[src/spf_regs.svh]
// Register offsets, field positions, reset values and timing counts of the self-program flash control
`ifndef SPF_REGS_SVH
`define SPF_REGS_SVH

`define SPF_CTRL_IDX        10'h037
`define SPF_CTRL_ADDR       {`SPF_CTRL_IDX, 2'b00}
`define SPF_CTRL_RESET      5'h00
`define SPF_CTRL_W          5
`define SPF_BIT_STORE_EN    0
`define SPF_BIT_CLEAR_BUF   4

`define SPF_CODE_FILL       5'h01
`define SPF_CODE_ERASE      5'h03
`define SPF_CODE_WRITE      5'h05
`define SPF_CODE_RDCFG      5'h09
`define SPF_CODE_CLRBUF     5'h11

`define SPF_STORE_WIN       3'h4
`define SPF_LOAD_WIN        3'h3

`define SPF_CFG_FUSE_LOW    2'h0
`define SPF_CFG_LOCK        2'h1
`define SPF_CFG_FUSE_EXT    2'h2
`define SPF_CFG_FUSE_HIGH   2'h3
`define SPF_LOCK_UNUSED     6'h3F

`define SPF_BUF_ERASED      16'hFFFF
`define SPF_PIN_RESET       27'h7FFFFFF

`define SPF_CLK_PERIOD_NS   5
`define SPF_FLASH_MIN_NS    3700000
`define SPF_FLASH_MAX_NS    4500000
`define SPF_FLASH_CYCLES    ((`SPF_FLASH_MIN_NS + `SPF_CLK_PERIOD_NS - 1) / `SPF_CLK_PERIOD_NS)

`endif

[src/spf_pkg.sv]
// Types shared by the self-program flash control
`default_nettype none
package spf_pkg;

  typedef enum logic [1:0] {
    SPF_OP_IDLE,
    SPF_OP_ERASE,
    SPF_OP_WRITE
  } spf_op_e;

  typedef struct packed {
    logic        store;
    logic        load;
    logic [15:0] pointer;
    logic [15:0] pair;
  } spf_core_req_s;

  typedef struct packed {
    spf_op_e     op;
    logic [15:0] page_ptr;
  } spf_flash_cmd_s;

endpackage
`default_nettype wire

[src/spf_ctrl.sv]
// Self-program flash control: command register, arming windows, page buffer and flash timing
//
// How it works
// - Armed config read returns config bits on load
// - Config arming clears on read or timeout
// - Disarmed loads return normal flash data
// - Pointer one returns both lock bits
// - Pointer zero returns the low fuse byte
// - Pointer three high fuse, two extended
// - Flash operations last 3.7 to 4.5 ms
// - Running flash operation survives system reset
// - Control bits 7:5 always read zero
// - Clear-buffer code empties the page buffer
// - Two lowest pointer bits pick lock or fuse
// - Armed page write writes buffer to page
// - Page write bit self-clears, core stalled meanwhile
// - Armed page erase erases addressed page
// - Page erase bit self-clears, core stalled meanwhile
// - Plain store fills one buffer word
// - Store enable clears after store or timeout
// - Only five codes arm, others ignored
// - EEPROM write blocks programming and config reads
// - Buffer erased after page write and reset, except a system reset during a page erase
// - Programmed bits read zero, unprogrammed one
`include "spf_regs.svh"
`timescale 1ns/100ps
`default_nettype none

module spf_ctrl #(
  parameter int PAGE_WORDS   = 32,
  parameter int WRITE_CYCLES = `SPF_FLASH_CYCLES
) (
  input  wire logic                    CLK,
  input  wire logic                    RESET_N,
  input  wire logic                    PWR_RESET_N,
  input  wire logic                    CE,
  input  wire logic                    PSEL,
  input  wire logic                    PENABLE,
  input  wire logic                    PWRITE,
  input  wire logic [11:0]             PADDR,
  input  wire logic [31:0]             PWDATA,
  input  wire logic [3:0]              PSTRB,
  output var  logic [31:0]             PRDATA,
  output var  logic                    PREADY,
  output var  logic                    PSLVERR,
  input  wire spf_pkg::spf_core_req_s  CORE_REQ,
  output var  logic                    CORE_STALL,
  output var  logic                    LOAD_CFG_VALID,
  output var  logic [7:0]              LOAD_CFG_DATA,
  input  wire logic [1:0]              LOCK_BITS,
  input  wire logic [7:0]              FUSE_LOW,
  input  wire logic [7:0]              FUSE_HIGH,
  input  wire logic [7:0]              FUSE_EXT,
  input  wire logic                    EEPROM_WRITE_BUSY,
  output var  spf_pkg::spf_flash_cmd_s FLASH_CMD,
  input  wire logic [$clog2(PAGE_WORDS)-1:0] FLASH_BUF_IDX,
  output var  logic [15:0]             FLASH_BUF_DATA
);
  import spf_pkg::*;

  localparam int WB   = $clog2(PAGE_WORDS);
  localparam int TIMW = $clog2(WRITE_CYCLES + 1);

  logic                      rst_meta_reg;
  logic                      rst_n_reg;
  logic                      por_meta_reg;
  logic                      por_n_reg;
  logic [26:0]               pin_meta_reg;
  logic [26:0]               pin_reg;
  logic                      eep_prev_reg;
  logic                      pready_reg;
  logic                      pslverr_reg;
  logic [31:0]               prdata_reg;
  logic [`SPF_CTRL_W-1:0]    ctrl_reg;
  logic [2:0]                elapsed_reg;
  spf_op_e                   op_state_reg;
  logic [TIMW-1:0]           timer_reg;
  logic [15:0]               op_ptr_reg;
  logic                      stall_reg;
  logic                      load_valid_reg;
  logic [7:0]                load_data_reg;
  logic [15:0]               buf_mem [PAGE_WORDS];
  logic [15:0]               fbuf_data_reg;
  logic                      sys_rst_n;
  logic                      por_rst_n;
  logic [1:0]                s_lock;
  logic [7:0]                s_fuse_low;
  logic [7:0]                s_fuse_high;
  logic [7:0]                s_fuse_ext;
  logic                      eep_busy;
  logic                      apb_setup;
  logic                      addr_hit;
  logic                      sw_wr;
  logic [`SPF_CTRL_W-1:0]    wr_code;
  logic                      arm;
  logic                      op_idle;
  logic                      store_take;
  logic                      load_take;
  logic                      start_op;
  logic                      op_done;
  logic                      buf_clear;
  logic [7:0]                cfg_byte;
  // Lower five bits must carry one of the arming codes
  function automatic logic legal_code(input logic [`SPF_CTRL_W-1:0] code);
    return code == `SPF_CODE_FILL || code == `SPF_CODE_ERASE || code == `SPF_CODE_WRITE ||
           code == `SPF_CODE_RDCFG || code == `SPF_CODE_CLRBUF;
  endfunction
  // Config byte picked by the two low pointer bits
  function automatic logic [7:0] cfg_pick(input logic [1:0] sel, input logic [1:0] lock,
                                          input logic [7:0] flo, input logic [7:0] fhi,
                                          input logic [7:0] fext);
    logic [7:0] r;
    unique case (sel)
      `SPF_CFG_FUSE_LOW:  r = flo;
      `SPF_CFG_LOCK:      r = {`SPF_LOCK_UNUSED, lock};
      `SPF_CFG_FUSE_EXT:  r = fext;
      `SPF_CFG_FUSE_HIGH: r = fhi;
    endcase
    return r;
  endfunction

  // Reset synchronisers; the power reset guards the flash timer and the page buffer
  always_ff @(posedge CLK or negedge RESET_N) begin
    if (!RESET_N) begin
      rst_meta_reg <= 1'b0;
      rst_n_reg    <= 1'b0;
    end else if (CE) begin
      rst_meta_reg <= 1'b1;
      rst_n_reg    <= rst_meta_reg;
    end
  end

  always_ff @(posedge CLK or negedge PWR_RESET_N) begin
    if (!PWR_RESET_N) begin
      por_meta_reg <= 1'b0;
      por_n_reg    <= 1'b0;
    end else if (CE) begin
      por_meta_reg <= 1'b1;
      por_n_reg    <= por_meta_reg;
    end
  end

  assign sys_rst_n = rst_n_reg;
  assign por_rst_n = por_n_reg;

  // Fuse, lock and EEPROM status come from outside the clock domain
  always_ff @(posedge CLK or negedge sys_rst_n) begin
    if (!sys_rst_n) begin
      pin_meta_reg <= `SPF_PIN_RESET;
      pin_reg      <= `SPF_PIN_RESET;
      eep_prev_reg <= 1'b1;
    end else if (CE) begin
      pin_meta_reg <= {EEPROM_WRITE_BUSY, FUSE_EXT, FUSE_HIGH, FUSE_LOW, LOCK_BITS};
      pin_reg      <= pin_meta_reg;
      eep_prev_reg <= pin_reg[26];
    end
  end

  // Values pass through unchanged: programmed reads zero
  assign s_lock      = pin_reg[1:0];
  assign s_fuse_low  = pin_reg[9:2];
  assign s_fuse_high = pin_reg[17:10];
  assign s_fuse_ext  = pin_reg[25:18];
  assign eep_busy    = pin_reg[26];

  // APB slave: one wait-free access phase, answer registered at setup
  assign apb_setup = PSEL && !PENABLE;
  assign addr_hit  = PADDR == `SPF_CTRL_ADDR;
  assign sw_wr     = PSEL && PENABLE && PWRITE && pready_reg && addr_hit && PSTRB[0];
  assign wr_code   = PWDATA[`SPF_CTRL_W-1:0];

  always_ff @(posedge CLK or negedge sys_rst_n) begin
    if (!sys_rst_n) begin
      pready_reg  <= 1'b0;
      pslverr_reg <= 1'b0;
      prdata_reg  <= 32'h0000_0000;
    end else if (CE) begin
      pready_reg  <= apb_setup;
      pslverr_reg <= apb_setup && !addr_hit;
      prdata_reg  <= (apb_setup && !PWRITE && addr_hit) ? {27'h0000000, ctrl_reg} : 32'h0000_0000;
    end
  end

  // Arming is refused while EEPROM writes or a flash operation runs
  assign op_idle    = op_state_reg == SPF_OP_IDLE;
  assign arm        = sw_wr && legal_code(wr_code) && !eep_busy && op_idle;
  assign store_take = CORE_REQ.store && ctrl_reg[`SPF_BIT_STORE_EN] && op_idle && !eep_busy &&
                      elapsed_reg < `SPF_STORE_WIN;
  assign load_take  = CORE_REQ.load && ctrl_reg == `SPF_CODE_RDCFG && !eep_busy &&
                      elapsed_reg < `SPF_LOAD_WIN;
  assign start_op   = store_take && (ctrl_reg == `SPF_CODE_ERASE || ctrl_reg == `SPF_CODE_WRITE);
  assign op_done    = !op_idle && timer_reg == '0;

  // Command register; system reset clears it even mid-operation
  always_ff @(posedge CLK or negedge sys_rst_n) begin
    if (!sys_rst_n) begin
      ctrl_reg <= `SPF_CTRL_RESET;
    end else if (CE) begin
      if (arm) begin
        ctrl_reg <= wr_code;
      end else if (op_done) begin
        ctrl_reg <= `SPF_CTRL_RESET;
      end else if (store_take && !start_op) begin
        ctrl_reg <= `SPF_CTRL_RESET;
      end else if (load_take) begin
        ctrl_reg <= `SPF_CTRL_RESET;
      end else if (ctrl_reg == `SPF_CODE_RDCFG && elapsed_reg == `SPF_LOAD_WIN - 3'h1) begin
        ctrl_reg <= `SPF_CTRL_RESET;
      end else if (ctrl_reg[`SPF_BIT_STORE_EN] && op_idle && !start_op &&
                   elapsed_reg == `SPF_STORE_WIN - 3'h1) begin
        ctrl_reg <= `SPF_CTRL_RESET;
      end
    end
  end

  // Window counter starts with the clock after the register write
  always_ff @(posedge CLK or negedge sys_rst_n) begin
    if (!sys_rst_n) begin
      elapsed_reg <= 3'h0;
    end else if (CE) begin
      if (arm) begin
        elapsed_reg <= 3'h0;
      end else if (ctrl_reg[`SPF_BIT_STORE_EN] && elapsed_reg != 3'h7) begin
        elapsed_reg <= elapsed_reg + 3'h1;
      end
    end
  end

  // Flash timer sits on the power reset so a system reset cannot cut a write short
  always_ff @(posedge CLK or negedge por_rst_n) begin
    if (!por_rst_n) begin
      op_state_reg <= SPF_OP_IDLE;
      timer_reg    <= '0;
      op_ptr_reg   <= 16'h0000;
      stall_reg    <= 1'b0;
    end else if (CE) begin
      unique case (op_state_reg)
        SPF_OP_IDLE: begin
          if (start_op) begin
            op_state_reg <= (ctrl_reg == `SPF_CODE_ERASE) ? SPF_OP_ERASE : SPF_OP_WRITE;
            timer_reg    <= TIMW'(WRITE_CYCLES - 1);
            op_ptr_reg   <= CORE_REQ.pointer;
            stall_reg    <= 1'b1;
          end
        end
        SPF_OP_ERASE, SPF_OP_WRITE: begin
          if (op_done) begin
            op_state_reg <= SPF_OP_IDLE;
            stall_reg    <= 1'b0;
          end else begin
            timer_reg <= timer_reg - TIMW'(1);
          end
        end
        default: begin
          op_state_reg <= SPF_OP_IDLE;
          stall_reg    <= 1'b0;
        end
      endcase
    end
  end

  // An EEPROM write starting mid-fill loses the loaded data
  assign buf_clear = (arm && wr_code == `SPF_CODE_CLRBUF) ||
                     (op_done && op_state_reg == SPF_OP_WRITE) ||
                     (!sys_rst_n && op_idle) ||
                     (eep_busy && !eep_prev_reg);

  // Buffer held across a system reset that lands mid-write, cleared once idle
  always_ff @(posedge CLK or negedge por_rst_n) begin
    if (!por_rst_n) begin
      for (int i = 0; i < PAGE_WORDS; i++) begin
        buf_mem[i] <= `SPF_BUF_ERASED;
      end
      fbuf_data_reg <= `SPF_BUF_ERASED;
    end else if (CE) begin
      if (buf_clear) begin
        for (int i = 0; i < PAGE_WORDS; i++) begin
          buf_mem[i] <= `SPF_BUF_ERASED;
        end
      end else if (store_take && ctrl_reg == `SPF_CODE_FILL) begin
        buf_mem[CORE_REQ.pointer[WB:1]] <= CORE_REQ.pair;
      end
      fbuf_data_reg <= buf_mem[FLASH_BUF_IDX];
    end
  end

  // Config read answer, one cycle after the load
  assign cfg_byte = cfg_pick(CORE_REQ.pointer[1:0], s_lock, s_fuse_low, s_fuse_high, s_fuse_ext);

  always_ff @(posedge CLK or negedge sys_rst_n) begin
    if (!sys_rst_n) begin
      load_valid_reg <= 1'b0;
      load_data_reg  <= 8'h00;
    end else if (CE) begin
      load_valid_reg <= load_take;
      load_data_reg  <= load_take ? cfg_byte : 8'h00;
    end
  end

  assign PRDATA         = prdata_reg;
  assign PREADY         = pready_reg;
  assign PSLVERR        = pslverr_reg;
  assign CORE_STALL     = stall_reg;
  assign LOAD_CFG_VALID = load_valid_reg;
  assign LOAD_CFG_DATA  = load_data_reg;
  assign FLASH_CMD      = '{op: op_state_reg, page_ptr: op_ptr_reg};
  assign FLASH_BUF_DATA = fbuf_data_reg;

  // Helper: length of each flash operation
  logic [TIMW:0] busy_cnt;
  always_ff @(posedge CLK or negedge por_rst_n) begin
    if (!por_rst_n) begin
      busy_cnt <= '0;
    end else if (CE) begin
      busy_cnt <= stall_reg ? busy_cnt + (TIMW+1)'(1) : '0;
    end
  end

  property p_cfg_load;
    @(posedge CLK) disable iff (!sys_rst_n || !CE)
    load_take |=> LOAD_CFG_VALID && LOAD_CFG_DATA == $past(cfg_byte);
  endproperty
  a_cfg_load: assert property (p_cfg_load) else $error("config load not answered");

  property p_plain_load;
    @(posedge CLK) disable iff (!sys_rst_n || !CE)
    CORE_REQ.load && ctrl_reg != `SPF_CODE_RDCFG |=> !LOAD_CFG_VALID;
  endproperty
  a_plain_load: assert property (p_plain_load) else $error("plain load got config data");

  property p_rdcfg_timeout;
    @(posedge CLK) disable iff (!sys_rst_n || !CE)
    (arm && wr_code == `SPF_CODE_RDCFG) ##1 (!CORE_REQ.load && !arm)[*3] |=> ctrl_reg == `SPF_CTRL_RESET;
  endproperty
  a_rdcfg_timeout: assert property (p_rdcfg_timeout) else $error("config arming did not expire");

  property p_lock_bits;
    @(posedge CLK) disable iff (!sys_rst_n || !CE)
    load_take && CORE_REQ.pointer[1:0] == `SPF_CFG_LOCK |=> LOAD_CFG_DATA == {`SPF_LOCK_UNUSED, $past(s_lock)};
  endproperty
  a_lock_bits: assert property (p_lock_bits) else $error("lock byte layout wrong");

  property p_reserved;
    @(posedge CLK) disable iff (!sys_rst_n)
    PRDATA[31:5] == 27'h0000000;
  endproperty
  a_reserved: assert property (p_reserved) else $error("reserved bits not zero");

  property p_fill_timeout;
    @(posedge CLK) disable iff (!sys_rst_n || !CE)
    (arm && wr_code == `SPF_CODE_FILL) ##1 (!CORE_REQ.store && !arm)[*4] |=> ctrl_reg == `SPF_CTRL_RESET;
  endproperty
  a_fill_timeout: assert property (p_fill_timeout) else $error("store enable did not expire");

  property p_op_len;
    @(posedge CLK) disable iff (!por_rst_n || !CE)
    $fell(stall_reg) |-> busy_cnt == (TIMW+1)'(WRITE_CYCLES);
  endproperty
  a_op_len: assert property (p_op_len) else $error("flash operation length wrong");

  property p_stall;
    @(posedge CLK) disable iff (!por_rst_n || !CE)
    start_op |=> CORE_STALL && FLASH_CMD.op != SPF_OP_IDLE && FLASH_CMD.page_ptr == $past(CORE_REQ.pointer);
  endproperty
  a_stall: assert property (p_stall) else $error("operation did not start");

  property p_en_held;
    @(posedge CLK) disable iff (!sys_rst_n || !CE)
    start_op ##1 !op_done |-> ctrl_reg[`SPF_BIT_STORE_EN];
  endproperty
  a_en_held: assert property (p_en_held) else $error("store enable dropped mid operation");

  property p_illegal;
    @(posedge CLK) disable iff (!sys_rst_n || !CE)
    sw_wr && !legal_code(wr_code) && ctrl_reg == `SPF_CTRL_RESET |=> ctrl_reg == `SPF_CTRL_RESET;
  endproperty
  a_illegal: assert property (p_illegal) else $error("illegal code armed");

  property p_clrbuf;
    @(posedge CLK) disable iff (!por_rst_n || !CE)
    arm && wr_code == `SPF_CODE_CLRBUF |=> buf_mem[0] == `SPF_BUF_ERASED;
  endproperty
  a_clrbuf: assert property (p_clrbuf) else $error("buffer not cleared");

  property p_eep_block;
    @(posedge CLK) disable iff (!sys_rst_n || !CE)
    eep_busy |=> !LOAD_CFG_VALID && !$rose(CORE_STALL);
  endproperty
  a_eep_block: assert property (p_eep_block) else $error("EEPROM busy did not block");

  c_fill:  cover property (@(posedge CLK) store_take && ctrl_reg == `SPF_CODE_FILL);
  c_erase: cover property (@(posedge CLK) start_op && ctrl_reg == `SPF_CODE_ERASE);
  c_write: cover property (@(posedge CLK) op_done && op_state_reg == SPF_OP_WRITE);
  c_cfg:   cover property (@(posedge CLK) load_take);

endmodule // spf_ctrl
`default_nettype wire

[config.mk]
export PLATFORM = sky130hd
export DESIGN_NAME = spf_ctrl
export DESIGN_NICKNAME = d
export VERILOG_FILES = /design/src/spf_pkg.sv /design/src/spf_ctrl.sv
export VERILOG_INCLUDE_DIRS = /design/src
export SDC_FILE = /design/constraint.sdc
export NUM_CORES = 1
export LEC_CHECK = 0
export ABC_CLOCK_PERIOD_IN_PS = 23200
export CAP_MARGIN = 25
export CORE_ASPECT_RATIO = 0.7
export CORE_MARGIN = 2
export CORE_UTILIZATION = 45
export CTS_CLUSTER_DIAMETER = 30
export DETAILED_ROUTE_END_ITERATION = 10
export DONT_BUFFER_PORTS = 1
export GPL_TIMING_DRIVEN = 0
export HOLD_SLACK_MARGIN = 0.1
export PLACE_DENSITY = 0.57
export RECOVER_POWER = 50
export SYNTH_ARGS = -nofsm -noshare
export SYNTH_HDL_FRONTEND = slang
export SYNTH_SLANG_ARGS = --single-unit
[constraint.sdc]
create_clock -name CLK -period 23.2 [get_ports CLK]
set_clock_uncertainty 0.1 [all_clocks]
set_input_delay 0 -clock CLK [delete_from_list [all_inputs] [get_ports CLK]]
set_output_delay 0 -clock CLK [all_outputs]
set_load 0.005 [all_outputs]
==> run_results.csv <==
group,metric,value,unit
status,status,"finished, violations left",
status,failed_checks,"capacitance limit, slew limit",
timing,min_period_over_period,37.91,%
clock_tree,insertion_delay,700,ps
worst_setup_path,crit_type,"flip-flop to asynchronous set/reset pin",
final_layout,final_area,41240,um2
global_route,grt_pass1_vias,23880,
placed_design,place_area,35470,um2
global_route,track_usage,25.90,%
placed_design,hpwl,70440,um
placed_design,routabilityCongestion,0.8587,
worst_setup_path,path_cells,"clkbuf_1 -> clkbuf_1 -> clkbuf_1 -> buf_16",
final_layout,fillers,6074,
timing,finalSetupViolations,0,
timing,maxSlewHeadroom,-151.3,%
min_path,holdCritPathClass,"input pin to flip-flop",
synth,syn-cell-area,33810,um2
worst_setup_path,r2r_slack,14400,ps
min_path,holdPathEnd,"buf_mem[462]$_DFFE_PN1P_",
final_layout,drive_above_1_share,51.26,%
synth,synthMuxAreaShare,11.83,%
final_layout,largest_register_ff_count,512,
floorplanning,dieArea,77380,um2
final_layout,syn2layout_area_growth,21.98,%
route,via_per_inst,5.649,
route,antenna_left,0,
worst_setup_path,crit_top_cell,"clkbuf_1",
clock_tree,cts_root_buf,"clkbuf_16",
floorplanning,die_w,331.6,um
synth,synth_most_common_cell,"dfstp_2",
global_route,grt_first_pass_wirelength,150200,um
power_and_ir_drop,p_per_area,80.56,nW/um2
global_route,antenna_found_initial,7,
worst_setup_path,required,23890,ps
worst_setup_path,cp_num_buf_inv,4,
timing,finalHoldViolCount,0,
synth,yosys_warnings,0,
worst_setup_path,worst_setup_path_end_kind,"asynchronous set/reset pin",
worst_setup_path,cp_max_fo,75,
floorplanning,fp.coreArea,74730,um2
floorplanning,start_util,45.24,%
synth,netlist_instances,2603,
worst_setup_path,max_stage_delay,2590,ps
placed_design,dp.cells,3631,
clock_tree,clock_sinks,650,
timing,maxSlewViolCount,576,
timing,max_freq,113.7,MHz
floorplanning,io_pins,199,
min_path,holdCritStartpoint,"CORE_REQ[18]",
synth,postSynth.asyncResetShare,100.0,%
route,drt_iter0_markers,1940,
worst_setup_path,worstRegToRegCells,4,
placed_design,numPortBuffers,0,
route,vias,22640,
power_and_ir_drop,leakage,0.01855,uW
synth,ys_types,70,
run,drv_cap,10,
final_layout,final_nets,3040,
clock_tree,cts-htree-levels,4,
timing,rsz0062_at_grt,"no",
worst_setup_path,crit_slowest_cell,"clkbuf_1",
clock_tree,clk_pin_slew_worst_paths,50,ps
power_and_ir_drop,irDropWorstVdd,0.00005363,V
final_layout,multi_input_area,13170,um2
floorplanning,die_h,233.3,um
worst_setup_path,reg2reg_to,"buf_mem[217]$_DFFE_PN1P_",
synth,synth-simple-area-share,5.351,%
synth,synth_top_family_by_area,"compound AO/OA/AOI/OAI gates",
synth,synth_ff_type,"dfstp_2",
timing,min_period,8795,ps
worst_setup_path,start_kind,"flip-flop",
synth,synthXorXnorAreaFrac,0.1036,%
route,drtPass1Iterations,7,
route,wl,97850,um
clock_tree,clockBufferDepth,3,
synth,yosys.area.top_type,"dfstp_2",
synth,ys_seq_area_share,50.27,%
synth,netlist_top_cells_area,"dfstp_2 45%, a22oi_2 11%, mux4_2 8.7%, inv_1 6.0%, dfrtp_1 5.0%",
synth,synth_compound_area_share,21.08,%
worst_setup_path,path_delay_family,"buffers and inverters",
global_route,grt_max_degree,76,
final_layout,postLayoutCoreUtil,55.19,%
synth,synth_enable_flop_cells,0,
final_layout,stdcell_count,4008,
final_layout,seq_area,17000,um2
route,route.detailed.drc,0,
synth,synth.cells.most_frequent,"583 x dfstp_2, 540 x inv_1, 290 x a22oi_2, 222 x a22oi_1, 130 x mux4_2",
route,wl_per_cell,24.41,um
synth,ys_seq_elements,650,
worst_setup_path,reg2reg_from,"por_n_reg$_DFFE_PN0P_",
min_path,hold_depth,5,
clock_tree,cts_buffers,133,
timing,tns,0,ps
global_route,grt-ovfl-total,0,
synth,synthAdderAreaFrac,0.2961,%
timing,tightestPinTransition,3769,ps
synth,synth_top_area_share,45.31,%
synth,synth.avg_cell_area,12.99,um2
floorplanning,num_rows,84,
clock_tree,cts_tree,"yes",
worst_setup_path,crit_arrival,9490,ps
power breakdown:
group | switching (uW) | leakage (uW) | internal (uW)
Clock | 650 | 0.00224 | 1320
Sequential | 6.49 | 0.00720 | 1150
Combinational | 128 | 0.00911 | 66.9
cells by family (layout without fill, tap and decap cells):
| group | count (synthesis) | count (layout) |
|---|---|---|
| flip-flops | 650 | 650 |
| buffers and inverters | 796 | 1185 |
| other | 1 | 28 |
| AND/OR/NAND/NOR | 199 | 199 |
| AO/OA/AOI/OAI | 719 | 719 |
| XOR/XNOR | 4 | 4 |
| adder cells (fa/ha/maj) | 8 | 8 |
| multiplexers | 226 | 226 |
what timing repair did:
action                                  CTS  global route
resized for setup                         0             0
hold buffers                            133             0
endpoints found under the setup margin    0             0
setup buffers                             0             0
hold endpoints to repair                463             0
worst max path at each step:
stage,endpoint,slack (ps),depth (start not counted),start
3_5_place_dp,buf_mem[153]$_DFFE_PN1P_,19760,9,op_state_reg[0]$_DFFE_PN0P_
2_1_floorplan,CORE_STALL$_DFFE_PN0P_,6970,0,por_n_reg$_DFFE_PN0P_
4_1_cts,buf_mem[137]$_DFFE_PN1P_,19240,12,op_state_reg[0]$_DFFE_PN0P_
6_report,buf_mem[217]$_DFFE_PN1P_,14400,4,por_n_reg$_DFFE_PN0P_
5_1_grt,buf_mem[202]$_DFFE_PN1P_,12860,4,por_n_reg$_DFFE_PN0P_
3_3_place_gp,op_ptr_reg[0]$_DFFE_PN0P_,820,0,por_n_reg$_DFFE_PN0P_
through the flow:
step	hold slack, ps	worst slack, ps	total power, uW
finish	157.9	14400	3323
global route	158.8	12860	3428
CTS	100.1	19240	3352
detailed placement	-395.5	19760	1348
global placement	-395.5	818.8	1344
floorplan	-395.6	6973	1295
worst reg2reg max path, stage by stage, from the launching register on:
cell	delay, ps
dfrtp_1	1370
clkbuf_1	2380
clkbuf_1	2030
clkbuf_1	2600
buf_16	340
metal layers:
layer	routed length (um)	GRT usage [%]	vias up
met4	2247	8.647	10
met1	44890	36.96	11780
li1	-	-	9968
met5	63	0	-
met3	8810	8.708	169
met2	41840	36.75	712
area by class of cell:
| type | instances | share of cell area [%] |
|---|---|---|
| Antenna cell | 1 | 0.006068 |
| Timing Repair Buffer | 147 | 3.513 |
| Multi-Input combinational cell | 1183 | 31.94 |
| Clock inverter | 82 | 2.488 |
| Tap cell | 989 | 3.001 |
| Sequential cell | 650 | 41.21 |
| Inverter | 540 | 4.915 |
| Clock buffer | 160 | 8.786 |
| Buffer | 256 | 4.141 |
cells in the final DEF (no fill, tap or decap), drive strengths merged, types with 7 or more instances in the layout:
cell / Yosys / layout
inv: 540 / 552
or3: 9 / 9
clkinvlp: 0 / 17
nor2b: 19 / 19
dlygate4sd3: 0 / 133
ha: 8 / 8
nand2: 28 / 28
dfrtp: 67 / 67
nand3b: 7 / 7
conb: 1 / 27
a22oi: 512 / 512
o21ai: 26 / 26
nor2: 12 / 12
bufinv: 0 / 18
a21oi: 8 / 8
nor4: 56 / 56
dfstp: 583 / 583
nand4: 10 / 10
o31ai: 38 / 38
o22ai: 106 / 106
clkbuf: 110 / 283
clkinv: 0 / 35
nand3: 11 / 11
mux4: 130 / 130
mux2: 90 / 90
buf: 146 / 147
(Power assumes the default switching activity.)
